File: src/gpcs_pkg.sv
package gpcs_pkg;

  // Register indices; byte address is four times the index
  localparam logic [8:0] IDX_REM_TIME_ALARM = 9'h002;
  localparam logic [8:0] IDX_DESIGN_VOLTAGE = 9'h004;
  localparam logic [8:0] IDX_CYCLE_SEED     = 9'h00C;
  localparam logic [8:0] IDX_PACK_OPTION    = 9'h028;
  localparam logic [8:0] IDX_FILTER_THRESH  = 9'h02C;
  localparam logic [8:0] IDX_DESIGN_CAP     = 9'h032;
  localparam logic [8:0] IDX_FULL_CAP       = 9'h036;
  localparam logic [8:0] IDX_CHARGE_EFF     = 9'h054;
  localparam logic [8:0] IDX_SENSE_GAIN     = 9'h0CB;
  localparam logic [8:0] IDX_COUNTER_GAIN   = 9'h0CD;
  localparam logic [8:0] IDX_COUNTER_OFFSET = 9'h0D2;
  localparam logic [8:0] IDX_GROUND_OFFSET  = 9'h0D4;
  localparam logic [8:0] IDX_CONV_OFFSET    = 9'h0D5;
  localparam logic [8:0] IDX_FAULT_CLEAR    = 9'h130;
  localparam logic [8:0] IDX_END_DSG_ZERO   = 9'h137;
  localparam logic [8:0] IDX_EXTRA_OPTION   = 9'h139;
  localparam logic [8:0] IDX_BATT_MODE      = 9'h170;
  localparam logic [8:0] IDX_REM_CAP_ALARM  = 9'h171;
  localparam logic [8:0] IDX_CYCLE_THRESH   = 9'h172;
  localparam logic [8:0] IDX_CYCLE_NOW      = 9'h173;
  localparam logic [8:0] IDX_DESIGN_CAP_RPT = 9'h174;
  localparam logic [8:0] IDX_INT_STATUS     = 9'h175;
  localparam logic [8:0] IDX_INT_MASK       = 9'h176;

  // Pack option byte fields
  localparam int POS_LED_SOURCE = 7;
  localparam int POS_LED_HIGH   = 6;
  localparam int POS_LED_LOW    = 5;
  localparam int POS_HOST_PEC   = 4;
  localparam int POS_CHG_PEC    = 3;
  localparam int POS_BCAST_DIS  = 2;
  localparam int POS_CELL_HIGH  = 1;
  localparam int POS_CELL_LOW   = 0;

  // Battery mode fields
  localparam int POS_MODE_MWH   = 0;
  localparam int POS_MODE_BCAST = 1;

  // Interrupt status bits
  localparam int INT_W        = 3;
  localparam int INT_SLEEP    = 0;
  localparam int INT_LEARN    = 1;
  localparam int INT_CYCLE    = 2;

  // Reset values
  localparam logic [15:0] RST_REM_TIME    = 16'h000A;
  localparam logic [15:0] RST_VOLTAGE     = 16'h3A98;
  localparam logic [15:0] RST_CYCLE_SEED  = 16'h0000;
  localparam logic [7:0]  RST_PACK_OPTION = 8'h03;
  localparam logic [7:0]  RST_FILTER      = 8'h64;
  localparam logic [15:0] RST_DESIGN_CAP  = 16'h1000;
  localparam logic [15:0] RST_FULL_CAP    = 16'h1000;
  localparam logic [7:0]  RST_CHARGE_EFF  = 8'hFF;
  localparam logic [15:0] RST_SENSE_GAIN  = 16'h3BD0;
  localparam logic [31:0] RST_COUNTER_GN  = 32'h0001_0000;
  localparam logic [15:0] RST_CNT_OFFSET  = 16'h0000;
  localparam logic [7:0]  RST_GND_OFFSET  = 8'h00;
  localparam logic [7:0]  RST_CONV_OFFSET = 8'h00;
  localparam logic [7:0]  RST_FAULT_CLEAR = 8'h1E;
  localparam logic [15:0] RST_END_DSG     = 16'h0BB8;
  localparam logic [7:0]  RST_EXTRA_OPT   = 8'h00;
  localparam logic [1:0]  RST_BATT_MODE   = 2'h2;
  localparam logic [15:0] RST_REM_CAP     = 16'h0100;
  localparam logic [15:0] RST_CYCLE_THR   = 16'h1000;

  // Arithmetic scaling
  localparam int          SCALE_LSB     = 32;
  localparam int          EFF_SHIFT     = 8;
  localparam logic [31:0] MWH_DIVISOR   = 32'h0000_2710;

  localparam logic [2:0] LEDS_THREE = 3'h3;
  localparam logic [2:0] LEDS_FOUR  = 3'h4;
  localparam logic [2:0] LEDS_FIVE  = 3'h5;
  localparam logic [2:0] CELLS_NONE = 3'h0;
  localparam logic [2:0] CELLS_TWO  = 3'h2;
  localparam logic [2:0] CELLS_THREE = 3'h3;
  localparam logic [2:0] CELLS_FOUR = 3'h4;

  typedef struct packed {
    logic       led_source_select;
    logic [2:0] led_count;
    logic       host_alarm_pec_on;
    logic       charger_broadcast_pec_on;
    logic       broadcast_disable;
    logic       broadcast_enable;
    logic [2:0] cell_count;
    logic       mwh_mode;
  } gpcs_opt_s;

  typedef enum logic [1:0] {SLP_IDLE, SLP_SAVE, SLP_READY} gpcs_sleep_e;

endpackage

File: src/gauge_pack_config_store.sv
// Chosen here: register access over Avalon-MM.
`timescale 1ns/1ps
// How it works
// - Bit 7 picks absolute or relative charge LEDs
// - LED field: 00/11 five, 01 three, 10 four
// - Host PEC bit adds PEC to alarms
// - Charger PEC bit adds PEC to broadcasts
// - Broadcast disable bit stops all broadcasts
// - Mode writes cannot re-enable disabled broadcasts
// - Cell field: 11 four, 10 three, 01 two
// - Offsets refreshed when sleep conditions met
// - Conversions scaled by gain and gain factor
// - Filter value sets current filter threshold
// - Design capacity in mAh or 10 mWh
// - Full capacity updated after learning cycle
// - Alarm thresholds held in minutes and capacity
// - Stored seed starts the reported cycle count
// - Cycle count steps at discharge threshold
// - Added charge scaled by efficiency code
module gpcs_store
  import gpcs_pkg::*;
(
  input  wire logic        sys_clk,
  input  wire logic        arst_n,
  input  wire logic [10:0] avs_address,
  input  wire logic        avs_read,
  input  wire logic        avs_write,
  input  wire logic [31:0] avs_writedata,
  input  wire logic [3:0]  avs_byteenable,
  output logic      [31:0] avs_readdata,
  output logic             avs_waitrequest,
  output logic             irq,
  output gpcs_opt_s        pack_opt,
  input  wire logic        sleep_conditions_met,
  input  wire logic [15:0] counter_offset_in,
  input  wire logic [7:0]  ground_offset_in,
  input  wire logic [7:0]  converter_offset_in,
  output logic             sleep_ready,
  input  wire logic        conv_valid,
  input  wire logic [15:0] conv_sample,
  output logic             scaled_valid,
  output logic      [15:0] scaled_charge,
  input  wire logic        learn_done,
  input  wire logic [15:0] learned_capacity,
  input  wire logic        dsg_valid,
  input  wire logic [15:0] dsg_mah,
  output logic      [15:0] cycle_count,
  input  wire logic        chg_valid,
  input  wire logic [15:0] chg_mah,
  output logic             eff_valid,
  output logic      [15:0] eff_charge,
  output logic      [15:0] design_capacity_rpt,
  output logic      [15:0] full_capacity_out,
  output logic      [7:0]  filter_threshold_out,
  output logic      [15:0] rem_time_alarm_out,
  output logic      [15:0] rem_cap_alarm_out
);

  logic [15:0] rem_time_alarm_reg;
  logic [15:0] design_voltage_reg;
  logic [15:0] cycle_seed_reg;
  logic [7:0]  pack_option_reg;
  logic [7:0]  filter_reg;
  logic [15:0] design_cap_reg;
  logic [15:0] full_cap_reg;
  logic [7:0]  charge_eff_reg;
  logic [15:0] sense_gain_reg;
  logic [31:0] counter_gain_reg;
  logic [15:0] counter_offset_reg;
  logic [7:0]  ground_offset_reg;
  logic [7:0]  conv_offset_reg;
  logic [7:0]  fault_clear_reg;
  logic [15:0] end_dsg_reg;
  logic [7:0]  extra_option_reg;
  logic [1:0]  batt_mode_reg;
  logic [15:0] rem_cap_reg;
  logic [15:0] cycle_thr_reg;
  logic [15:0] cycle_now_reg;
  logic [16:0] dsg_acc_reg;
  logic [INT_W-1:0] int_stat_reg;
  logic [INT_W-1:0] int_mask_reg;
  logic [INT_W-1:0] int_set;
  gpcs_sleep_e sleep_state_reg;
  logic        wr_en;
  logic [8:0]  idx;
  logic [31:0] rd_next;
  logic [31:0] wr_word;
  logic [16:0] dsg_sum;
  logic [32:0] gain_prod;
  logic [65:0] full_prod;
  logic [24:0] eff_prod;
  logic [31:0] mwh_prod;
  logic [31:0] mwh_quot;

  function automatic logic [31:0] merge_be(input logic [31:0] old_val, input logic [31:0] new_val,
                                           input logic [3:0] be);
    logic [31:0] res;
    res = old_val;
    for (int i = 0; i < 4; i++) begin
      if (be[i]) begin
        res[i*8 +: 8] = new_val[i*8 +: 8];
      end
    end
    return res;
  endfunction

  function automatic logic [2:0] led_decode(input logic [1:0] f);
    case (f)
      2'b01:   led_decode = LEDS_THREE;
      2'b10:   led_decode = LEDS_FOUR;
      default: led_decode = LEDS_FIVE;
    endcase
  endfunction

  function automatic logic [2:0] cell_decode(input logic [1:0] f);
    case (f)
      2'b11:   cell_decode = CELLS_FOUR;
      2'b10:   cell_decode = CELLS_THREE;
      2'b01:   cell_decode = CELLS_TWO;
      default: cell_decode = CELLS_NONE;
    endcase
  endfunction

  function automatic gpcs_opt_s opt_decode(input logic [7:0] p, input logic [1:0] m);
    gpcs_opt_s o;
    o.led_source_select        = p[POS_LED_SOURCE];
    o.led_count                = led_decode({p[POS_LED_HIGH], p[POS_LED_LOW]});
    o.host_alarm_pec_on        = p[POS_HOST_PEC];
    o.charger_broadcast_pec_on = p[POS_CHG_PEC];
    o.broadcast_disable        = p[POS_BCAST_DIS];
    o.broadcast_enable         = m[POS_MODE_BCAST] & ~p[POS_BCAST_DIS];
    o.cell_count               = cell_decode({p[POS_CELL_HIGH], p[POS_CELL_LOW]});
    o.mwh_mode                 = m[POS_MODE_MWH];
    return o;
  endfunction

  assign idx     = avs_address[10:2];
  assign wr_en   = avs_write & ~avs_waitrequest;
  assign wr_word = merge_be(rd_next, avs_writedata, avs_byteenable);

  // One wait cycle per access keeps read data registered
  always_ff @(posedge sys_clk or negedge arst_n) begin
    if (!arst_n) begin
      avs_waitrequest <= 1'b1;
      avs_readdata    <= 32'h0000_0000;
    end else begin
      avs_waitrequest <= ~((avs_read | avs_write) & avs_waitrequest);
      if (avs_read && avs_waitrequest) begin
        avs_readdata <= rd_next;
      end
    end
  end

  always_comb begin
    rd_next = 32'h0000_0000;
    if (idx == IDX_REM_TIME_ALARM) begin
      rd_next[15:0] = rem_time_alarm_reg;
    end else if (idx == IDX_DESIGN_VOLTAGE) begin
      rd_next[15:0] = design_voltage_reg;
    end else if (idx == IDX_CYCLE_SEED) begin
      rd_next[15:0] = cycle_seed_reg;
    end else if (idx == IDX_PACK_OPTION) begin
      rd_next[7:0] = pack_option_reg;
    end else if (idx == IDX_FILTER_THRESH) begin
      rd_next[7:0] = filter_reg;
    end else if (idx == IDX_DESIGN_CAP) begin
      rd_next[15:0] = design_cap_reg;
    end else if (idx == IDX_FULL_CAP) begin
      rd_next[15:0] = full_cap_reg;
    end else if (idx == IDX_CHARGE_EFF) begin
      rd_next[7:0] = charge_eff_reg;
    end else if (idx == IDX_SENSE_GAIN) begin
      rd_next[15:0] = sense_gain_reg;
    end else if (idx == IDX_COUNTER_GAIN) begin
      rd_next = counter_gain_reg;
    end else if (idx == IDX_COUNTER_OFFSET) begin
      rd_next[15:0] = counter_offset_reg;
    end else if (idx == IDX_GROUND_OFFSET) begin
      rd_next[7:0] = ground_offset_reg;
    end else if (idx == IDX_CONV_OFFSET) begin
      rd_next[7:0] = conv_offset_reg;
    end else if (idx == IDX_FAULT_CLEAR) begin
      rd_next[7:0] = fault_clear_reg;
    end else if (idx == IDX_END_DSG_ZERO) begin
      rd_next[15:0] = end_dsg_reg;
    end else if (idx == IDX_EXTRA_OPTION) begin
      rd_next[7:0] = extra_option_reg;
    end else if (idx == IDX_BATT_MODE) begin
      rd_next[1:0] = batt_mode_reg;
    end else if (idx == IDX_REM_CAP_ALARM) begin
      rd_next[15:0] = rem_cap_reg;
    end else if (idx == IDX_CYCLE_THRESH) begin
      rd_next[15:0] = cycle_thr_reg;
    end else if (idx == IDX_CYCLE_NOW) begin
      rd_next[15:0] = cycle_now_reg;
    end else if (idx == IDX_DESIGN_CAP_RPT) begin
      rd_next[15:0] = design_capacity_rpt;
    end else if (idx == IDX_INT_STATUS) begin
      rd_next[INT_W-1:0] = int_stat_reg;
    end else if (idx == IDX_INT_MASK) begin
      rd_next[INT_W-1:0] = int_mask_reg;
    end
  end

  // Plain configuration words
  always_ff @(posedge sys_clk or negedge arst_n) begin
    if (!arst_n) begin
      rem_time_alarm_reg <= RST_REM_TIME;
      design_voltage_reg <= RST_VOLTAGE;
      cycle_seed_reg     <= RST_CYCLE_SEED;
      pack_option_reg    <= RST_PACK_OPTION;
      filter_reg         <= RST_FILTER;
      design_cap_reg     <= RST_DESIGN_CAP;
      charge_eff_reg     <= RST_CHARGE_EFF;
      sense_gain_reg     <= RST_SENSE_GAIN;
      counter_gain_reg   <= RST_COUNTER_GN;
      fault_clear_reg    <= RST_FAULT_CLEAR;
      end_dsg_reg        <= RST_END_DSG;
      extra_option_reg   <= RST_EXTRA_OPT;
      batt_mode_reg      <= RST_BATT_MODE;
      rem_cap_reg        <= RST_REM_CAP;
      cycle_thr_reg      <= RST_CYCLE_THR;
      int_mask_reg       <= '0;
    end else if (wr_en) begin
      if (idx == IDX_REM_TIME_ALARM) begin
        rem_time_alarm_reg <= wr_word[15:0];
      end else if (idx == IDX_DESIGN_VOLTAGE) begin
        design_voltage_reg <= wr_word[15:0];
      end else if (idx == IDX_CYCLE_SEED) begin
        cycle_seed_reg <= wr_word[15:0];
      end else if (idx == IDX_PACK_OPTION) begin
        pack_option_reg <= wr_word[7:0];
      end else if (idx == IDX_FILTER_THRESH) begin
        filter_reg <= wr_word[7:0];
      end else if (idx == IDX_DESIGN_CAP) begin
        design_cap_reg <= wr_word[15:0];
      end else if (idx == IDX_CHARGE_EFF) begin
        charge_eff_reg <= wr_word[7:0];
      end else if (idx == IDX_SENSE_GAIN) begin
        sense_gain_reg <= wr_word[15:0];
      end else if (idx == IDX_COUNTER_GAIN) begin
        counter_gain_reg <= wr_word;
      end else if (idx == IDX_FAULT_CLEAR) begin
        fault_clear_reg <= wr_word[7:0];
      end else if (idx == IDX_END_DSG_ZERO) begin
        end_dsg_reg <= wr_word[15:0];
      end else if (idx == IDX_EXTRA_OPTION) begin
        extra_option_reg <= wr_word[7:0];
      end else if (idx == IDX_BATT_MODE) begin
        batt_mode_reg <= wr_word[1:0];
      end else if (idx == IDX_REM_CAP_ALARM) begin
        rem_cap_reg <= wr_word[15:0];
      end else if (idx == IDX_CYCLE_THRESH) begin
        cycle_thr_reg <= wr_word[15:0];
      end else if (idx == IDX_INT_MASK) begin
        int_mask_reg <= wr_word[INT_W-1:0];
      end
    end
  end

  always_ff @(posedge sys_clk or negedge arst_n) begin
    if (!arst_n) begin
      pack_opt <= opt_decode(RST_PACK_OPTION, RST_BATT_MODE);
    end else begin
      pack_opt <= opt_decode(pack_option_reg, batt_mode_reg);
    end
  end

  always_ff @(posedge sys_clk or negedge arst_n) begin
    if (!arst_n) begin
      sleep_state_reg    <= SLP_IDLE;
      sleep_ready        <= 1'b0;
      counter_offset_reg <= RST_CNT_OFFSET;
      ground_offset_reg  <= RST_GND_OFFSET;
      conv_offset_reg    <= RST_CONV_OFFSET;
    end else begin
      case (sleep_state_reg)
        SLP_IDLE: begin
          sleep_ready <= 1'b0;
          if (sleep_conditions_met) begin
            sleep_state_reg <= SLP_SAVE;
          end
        end
        SLP_SAVE: begin
          counter_offset_reg <= counter_offset_in;
          ground_offset_reg  <= ground_offset_in;
          conv_offset_reg    <= converter_offset_in;
          sleep_ready        <= 1'b1;
          sleep_state_reg    <= SLP_READY;
        end
        default: begin
          if (!sleep_conditions_met) begin
            sleep_ready     <= 1'b0;
            sleep_state_reg <= SLP_IDLE;
          end
        end
      endcase
      // Hardware capture wins over a bus write
      if (wr_en && sleep_state_reg != SLP_SAVE) begin
        if (idx == IDX_COUNTER_OFFSET) begin
          counter_offset_reg <= wr_word[15:0];
        end else if (idx == IDX_GROUND_OFFSET) begin
          ground_offset_reg <= wr_word[7:0];
        end else if (idx == IDX_CONV_OFFSET) begin
          conv_offset_reg <= wr_word[7:0];
        end
      end
    end
  end

  // Learned value beats a bus write
  always_ff @(posedge sys_clk or negedge arst_n) begin
    if (!arst_n) begin
      full_cap_reg <= RST_FULL_CAP;
    end else if (learn_done) begin
      full_cap_reg <= learned_capacity;
    end else if (wr_en && idx == IDX_FULL_CAP) begin
      full_cap_reg <= wr_word[15:0];
    end
  end

  assign dsg_sum = dsg_acc_reg + {1'b0, dsg_mah};

  // Seed write reloads the live count
  always_ff @(posedge sys_clk or negedge arst_n) begin
    if (!arst_n) begin
      cycle_now_reg <= RST_CYCLE_SEED;
      dsg_acc_reg   <= '0;
    end else if (wr_en && idx == IDX_CYCLE_SEED) begin
      cycle_now_reg <= wr_word[15:0];
      dsg_acc_reg   <= '0;
    end else if (dsg_valid) begin
      // A zero threshold never counts
      if (cycle_thr_reg != '0 && dsg_sum >= {1'b0, cycle_thr_reg}) begin
        cycle_now_reg <= cycle_now_reg + 16'h0001;
        dsg_acc_reg   <= dsg_sum - {1'b0, cycle_thr_reg};
      end else begin
        dsg_acc_reg <= dsg_sum;
      end
    end
  end

  assign gain_prod = $signed(conv_sample) * $signed({1'b0, sense_gain_reg});
  assign full_prod = $signed(gain_prod) * $signed({1'b0, counter_gain_reg});
  assign eff_prod  = chg_mah * ({1'b0, charge_eff_reg} + 9'h001);
  // mAh times mV over ten thousand
  assign mwh_prod  = design_cap_reg * design_voltage_reg;
  assign mwh_quot  = mwh_prod / MWH_DIVISOR;

  always_ff @(posedge sys_clk or negedge arst_n) begin
    if (!arst_n) begin
      scaled_valid  <= 1'b0;
      scaled_charge <= '0;
      eff_valid     <= 1'b0;
      eff_charge    <= '0;
    end else begin
      scaled_valid <= conv_valid;
      eff_valid    <= chg_valid;
      if (conv_valid) begin
        scaled_charge <= full_prod[SCALE_LSB +: 16];
      end
      if (chg_valid) begin
        eff_charge <= eff_prod[EFF_SHIFT +: 16];
      end
    end
  end

  always_ff @(posedge sys_clk or negedge arst_n) begin
    if (!arst_n) begin
      design_capacity_rpt  <= RST_DESIGN_CAP;
      full_capacity_out    <= RST_FULL_CAP;
      filter_threshold_out <= RST_FILTER;
      rem_time_alarm_out   <= RST_REM_TIME;
      rem_cap_alarm_out    <= RST_REM_CAP;
      cycle_count          <= RST_CYCLE_SEED;
    end else begin
      design_capacity_rpt  <= batt_mode_reg[POS_MODE_MWH] ? mwh_quot[15:0] : design_cap_reg;
      full_capacity_out    <= full_cap_reg;
      filter_threshold_out <= filter_reg;
      rem_time_alarm_out   <= rem_time_alarm_reg;
      rem_cap_alarm_out    <= rem_cap_reg;
      cycle_count          <= cycle_now_reg;
    end
  end

  // Sticky events; set wins over a write-one clear
  always_comb begin
    int_set            = '0;
    int_set[INT_SLEEP] = (sleep_state_reg == SLP_SAVE);
    int_set[INT_LEARN] = learn_done;
    int_set[INT_CYCLE] = dsg_valid && !(wr_en && idx == IDX_CYCLE_SEED) && cycle_thr_reg != '0 &&
                         dsg_sum >= {1'b0, cycle_thr_reg};
  end

  always_ff @(posedge sys_clk or negedge arst_n) begin
    if (!arst_n) begin
      int_stat_reg <= '0;
      irq          <= 1'b0;
    end else begin
      if (wr_en && idx == IDX_INT_STATUS) begin
        // Unselected lane must not clear live bits
        int_stat_reg <= (int_stat_reg & ~(avs_writedata[INT_W-1:0] & {INT_W{avs_byteenable[0]}})) | int_set;
      end else begin
        int_stat_reg <= int_stat_reg | int_set;
      end
      irq <= |(int_stat_reg & int_mask_reg);
    end
  end
endmodule // gpcs_store

File: config.mk
export PLATFORM = sky130hd
export DESIGN_NAME = gpcs_store
export DESIGN_NICKNAME = d
export VERILOG_FILES = /design/src/gpcs_pkg.sv /design/src/gauge_pack_config_store.sv
export SDC_FILE = /design/constraint.sdc
export NUM_CORES = 2
export LEC_CHECK = 0
export BUFFER_PORTS_ARGS = -buffer_cell sky130_fd_sc_hd__clkbuf_2
export CAP_MARGIN = 20
export CORE_ASPECT_RATIO = 1.25
export CORE_MARGIN = 3
export CORE_UTILIZATION = 50
export DETAILED_ROUTE_END_ITERATION = 12
export HOLD_SLACK_MARGIN = 0.06
export PLACE_DENSITY = 0.66
export SYNTH_ARGS = -nofsm -noshare
export SYNTH_HDL_FRONTEND = slang
export SYNTH_SLANG_ARGS = --single-unit
File: constraint.sdc
create_clock -name sys_clk -period 64.2 [get_ports sys_clk]
set_clock_uncertainty 0.2 [all_clocks]
set_input_delay 3.21 -clock sys_clk [delete_from_list [all_inputs] [get_ports sys_clk]]
set_output_delay 3.21 -clock sys_clk [all_outputs]
set_load 0.03 [all_outputs]
==> flow_summary.toml <==
[placement]
routabilityCongestion = 0.942
io_buffer_count = 318
dp_hpwl_mm = 177

[global_routing]
overflow = 0
grt_max_degree = 160
grt_pass1_wl_mm = 370
grt_pass1_vias = 64700
grtUsageTotal = 0.299
grt_antenna_before_repair = 16

[logic_synthesis]
synthCells = 8559
synth-edff-count = 0
synth_area_um2 = 77000
yosys_warnings = 0
yosysTopAreaCell = "fa_1"
synth_fp_nets = 10500
syn_avg_cell_area_um2 = 9.00
synth_most_common_cell = "inv_1"
yosysSeqAreaShare = 0.150
postSynth.topFlopCell = "dfrtp_1"
async_flop_share = 1.00
ys_ff_latch = 460
synth_cell_type_count = 155
synth_area_leaders = "fa_1 34%, dfrtp_1 13%, inv_1 7.4%, ha_1 7.3%, nand2_1 6.9%"
synthTopCellsByCount = "1527 x inv_1, 1409 x nand2_1, 1327 x fa_1"
synth_top_area_share = 0.345

[drt]
avgRoutedWirePerCell_um = 21.8
drtIter0Drc = 4815
first_pass_iters = 9
wl_mm = 233
vias = 61100
post-route-drc-count = 0
ant_nets = 0
via_per_inst = 5.73

[die]
initial_utilization = 0.505
core_um2 = 153000
dieHeight_um = 445
die-width_um = 357
die_area_um2 = 159000
io_pins = 321
num_rows = 160

[layout]
fin_util = 0.538
drive_above_1_share = 0.109
fill_cells = 14000
fin_nets = 10500
syn_to_final_growth_pct = 6.49

[setup_path]
crit_family = "compound AO/OA/AOI/OAI gates"
cp_max_fo = 19
crit_required_ns = 64.57
cp.arrival_ns = 26.07
path_class = "reg2reg"
cpPeakStageDelay_ns = 1.03
cp_common_cell = "fa_1"
worstSetupStartpointType = "flop"
path_buf_inv = 5
crit_path_end_kind = "flop"
cp_slowest_cell = "dfrtp_1"

[timing]
setup_viol_count_final = 0
max_slew_margin = 0.292
slew_viol_final = 0
finalWorstPathRequiredPeriod_ns = 25.71
post-route-period-util = 0.400
finalHoldViolCount = 0
tightestPinTransition_ns = 1.06
rsz0062_at_grt = "false"
timing.fmax_ghz = 0.0389
tns_ns = 0

[flow_run]
maxCapViolations = 0

[clock_network]
cts_tree = "yes"
cts_hold_buf = 0
cts_sinks = 460
clk_path_buf_depth = 3
post_cts_buffers = 0
cts_resized = 0
cts_root_buf = "clkbuf_16"
htreeDepth = 2
clk_pin_slew_ns = 0.07
cts_made_buffers = 47
clk_latency_ns = 0.72

[power]
power_density_nw_per_um2 = 11.6
power.leakage_uw = 0.0406
vdd_drop_max_uv = 19.9

[hold_path]
hold_class = "reg2reg"

[status]
outcome = "completed"
[routing by layer]
| layer | GRT usage | up-vias | part of all wire |
|---|---|---|---|
| li1 | - | 26800 | - |
| met3 | 0.0575 | 659 | 0.080 |
| met4 | 0.137 | 26 | 0.054 |
| met1 | 0.367 | 31100 | 0.37 |
| met5 | 0 | - | 0.0011 |
| met2 | 0.509 | 2422 | 0.50 |
[worst paths after layout]
check / start / to / slack, ns / cells after the start
worst max-delay path: design_cap_reg[10] / design_capacity_rpt[0] / 38.49 / 73
worst min-delay path: filter_reg[2] / filter_threshold_out[2] / 0.18 / 0
worst max register to register: design_cap_reg[10] / design_capacity_rpt[0] / 38.49 / 73
worst min register to register: filter_reg[2] / filter_threshold_out[2] / 0.18 / 0
max in group asynchronous: arst_n / filter_threshold_out[4] / 58.85 / 3
min in group asynchronous: arst_n / avs_readdata[30] / 2.33 / 1
[cell families after synthesis]
logic type | Yosys count | synth area share
AO/OA/AOI/OAI | 1178 | 0.106
buffers and inverters | 1985 | 0.100
AND/OR/NAND/NOR | 2721 | 0.169
XOR/XNOR | 265 | 0.0319
flip-flops | 460 | 0.150
adder cells (fa/ha/maj) | 1787 | 0.419
multiplexers | 163 | 0.0232
[layout by cell type, fill, tap and decap left out, types with 41 or more instances in the layout]
master	synthesis	layout
a211oi_1	47	47
a21o_1	55	55
a21oi_1	258	258
and2_1	533	533
and3_1	54	54
buf_4	8	111
clkbuf_16	0	47
clkbuf_2	0	317
dfrtp_1	400	393
dfstp_2	60	60
fa_1	1327	1326
ha_1	451	449
inv_1	1527	1527
mux2_2	105	105
nand2_1	1409	1408
nand2b_1	81	81
nand3_1	87	87
nand4_1	41	41
nor2_1	228	228
nor2b_1	68	67
nor3_1	64	61
o21ai_0	345	345
xnor2_1	197	185
xor2_1	51	41
[power breakdown]
group	switching, uW	internal [uW]
Clock	137	162
Combinational	187	123
Sequential	23.4	316
[cell type report]
| type | instances | area (um2) | area share |
|---|---|---|---|
| multi-input cells | 6114 | 58000 | 0.708 |
| clock buffers | 68 | 1370 | 0.0166 |
| repair buffers | 433 | 2480 | 0.0303 |
| clock inverters | 20 | 269 | 0.00328 |
| well taps | 2025 | 2530 | 0.0309 |
| flip-flops and latches | 460 | 11600 | 0.141 |
| inverters | 1527 | 5730 | 0.0699 |
| diodes | 5 | 12.5 | 0.000153 |
[through the flow]
step,cell area (um2),setup slack [ns],hold slack [ns],power [uW],std cells
final,82000,38.49,0.181,948,10700
after global placement,80400,39.02,0.168,643,10600
after floorplan,77000,42.82,0.160,558,8559
after detailed placement,80400,38.78,0.170,651,10600
after global routing,82000,36.64,0.189,1000,10600
after CTS,82000,38.65,0.182,953,10600
No activity file was read; power rests on OpenSTA's default activity.
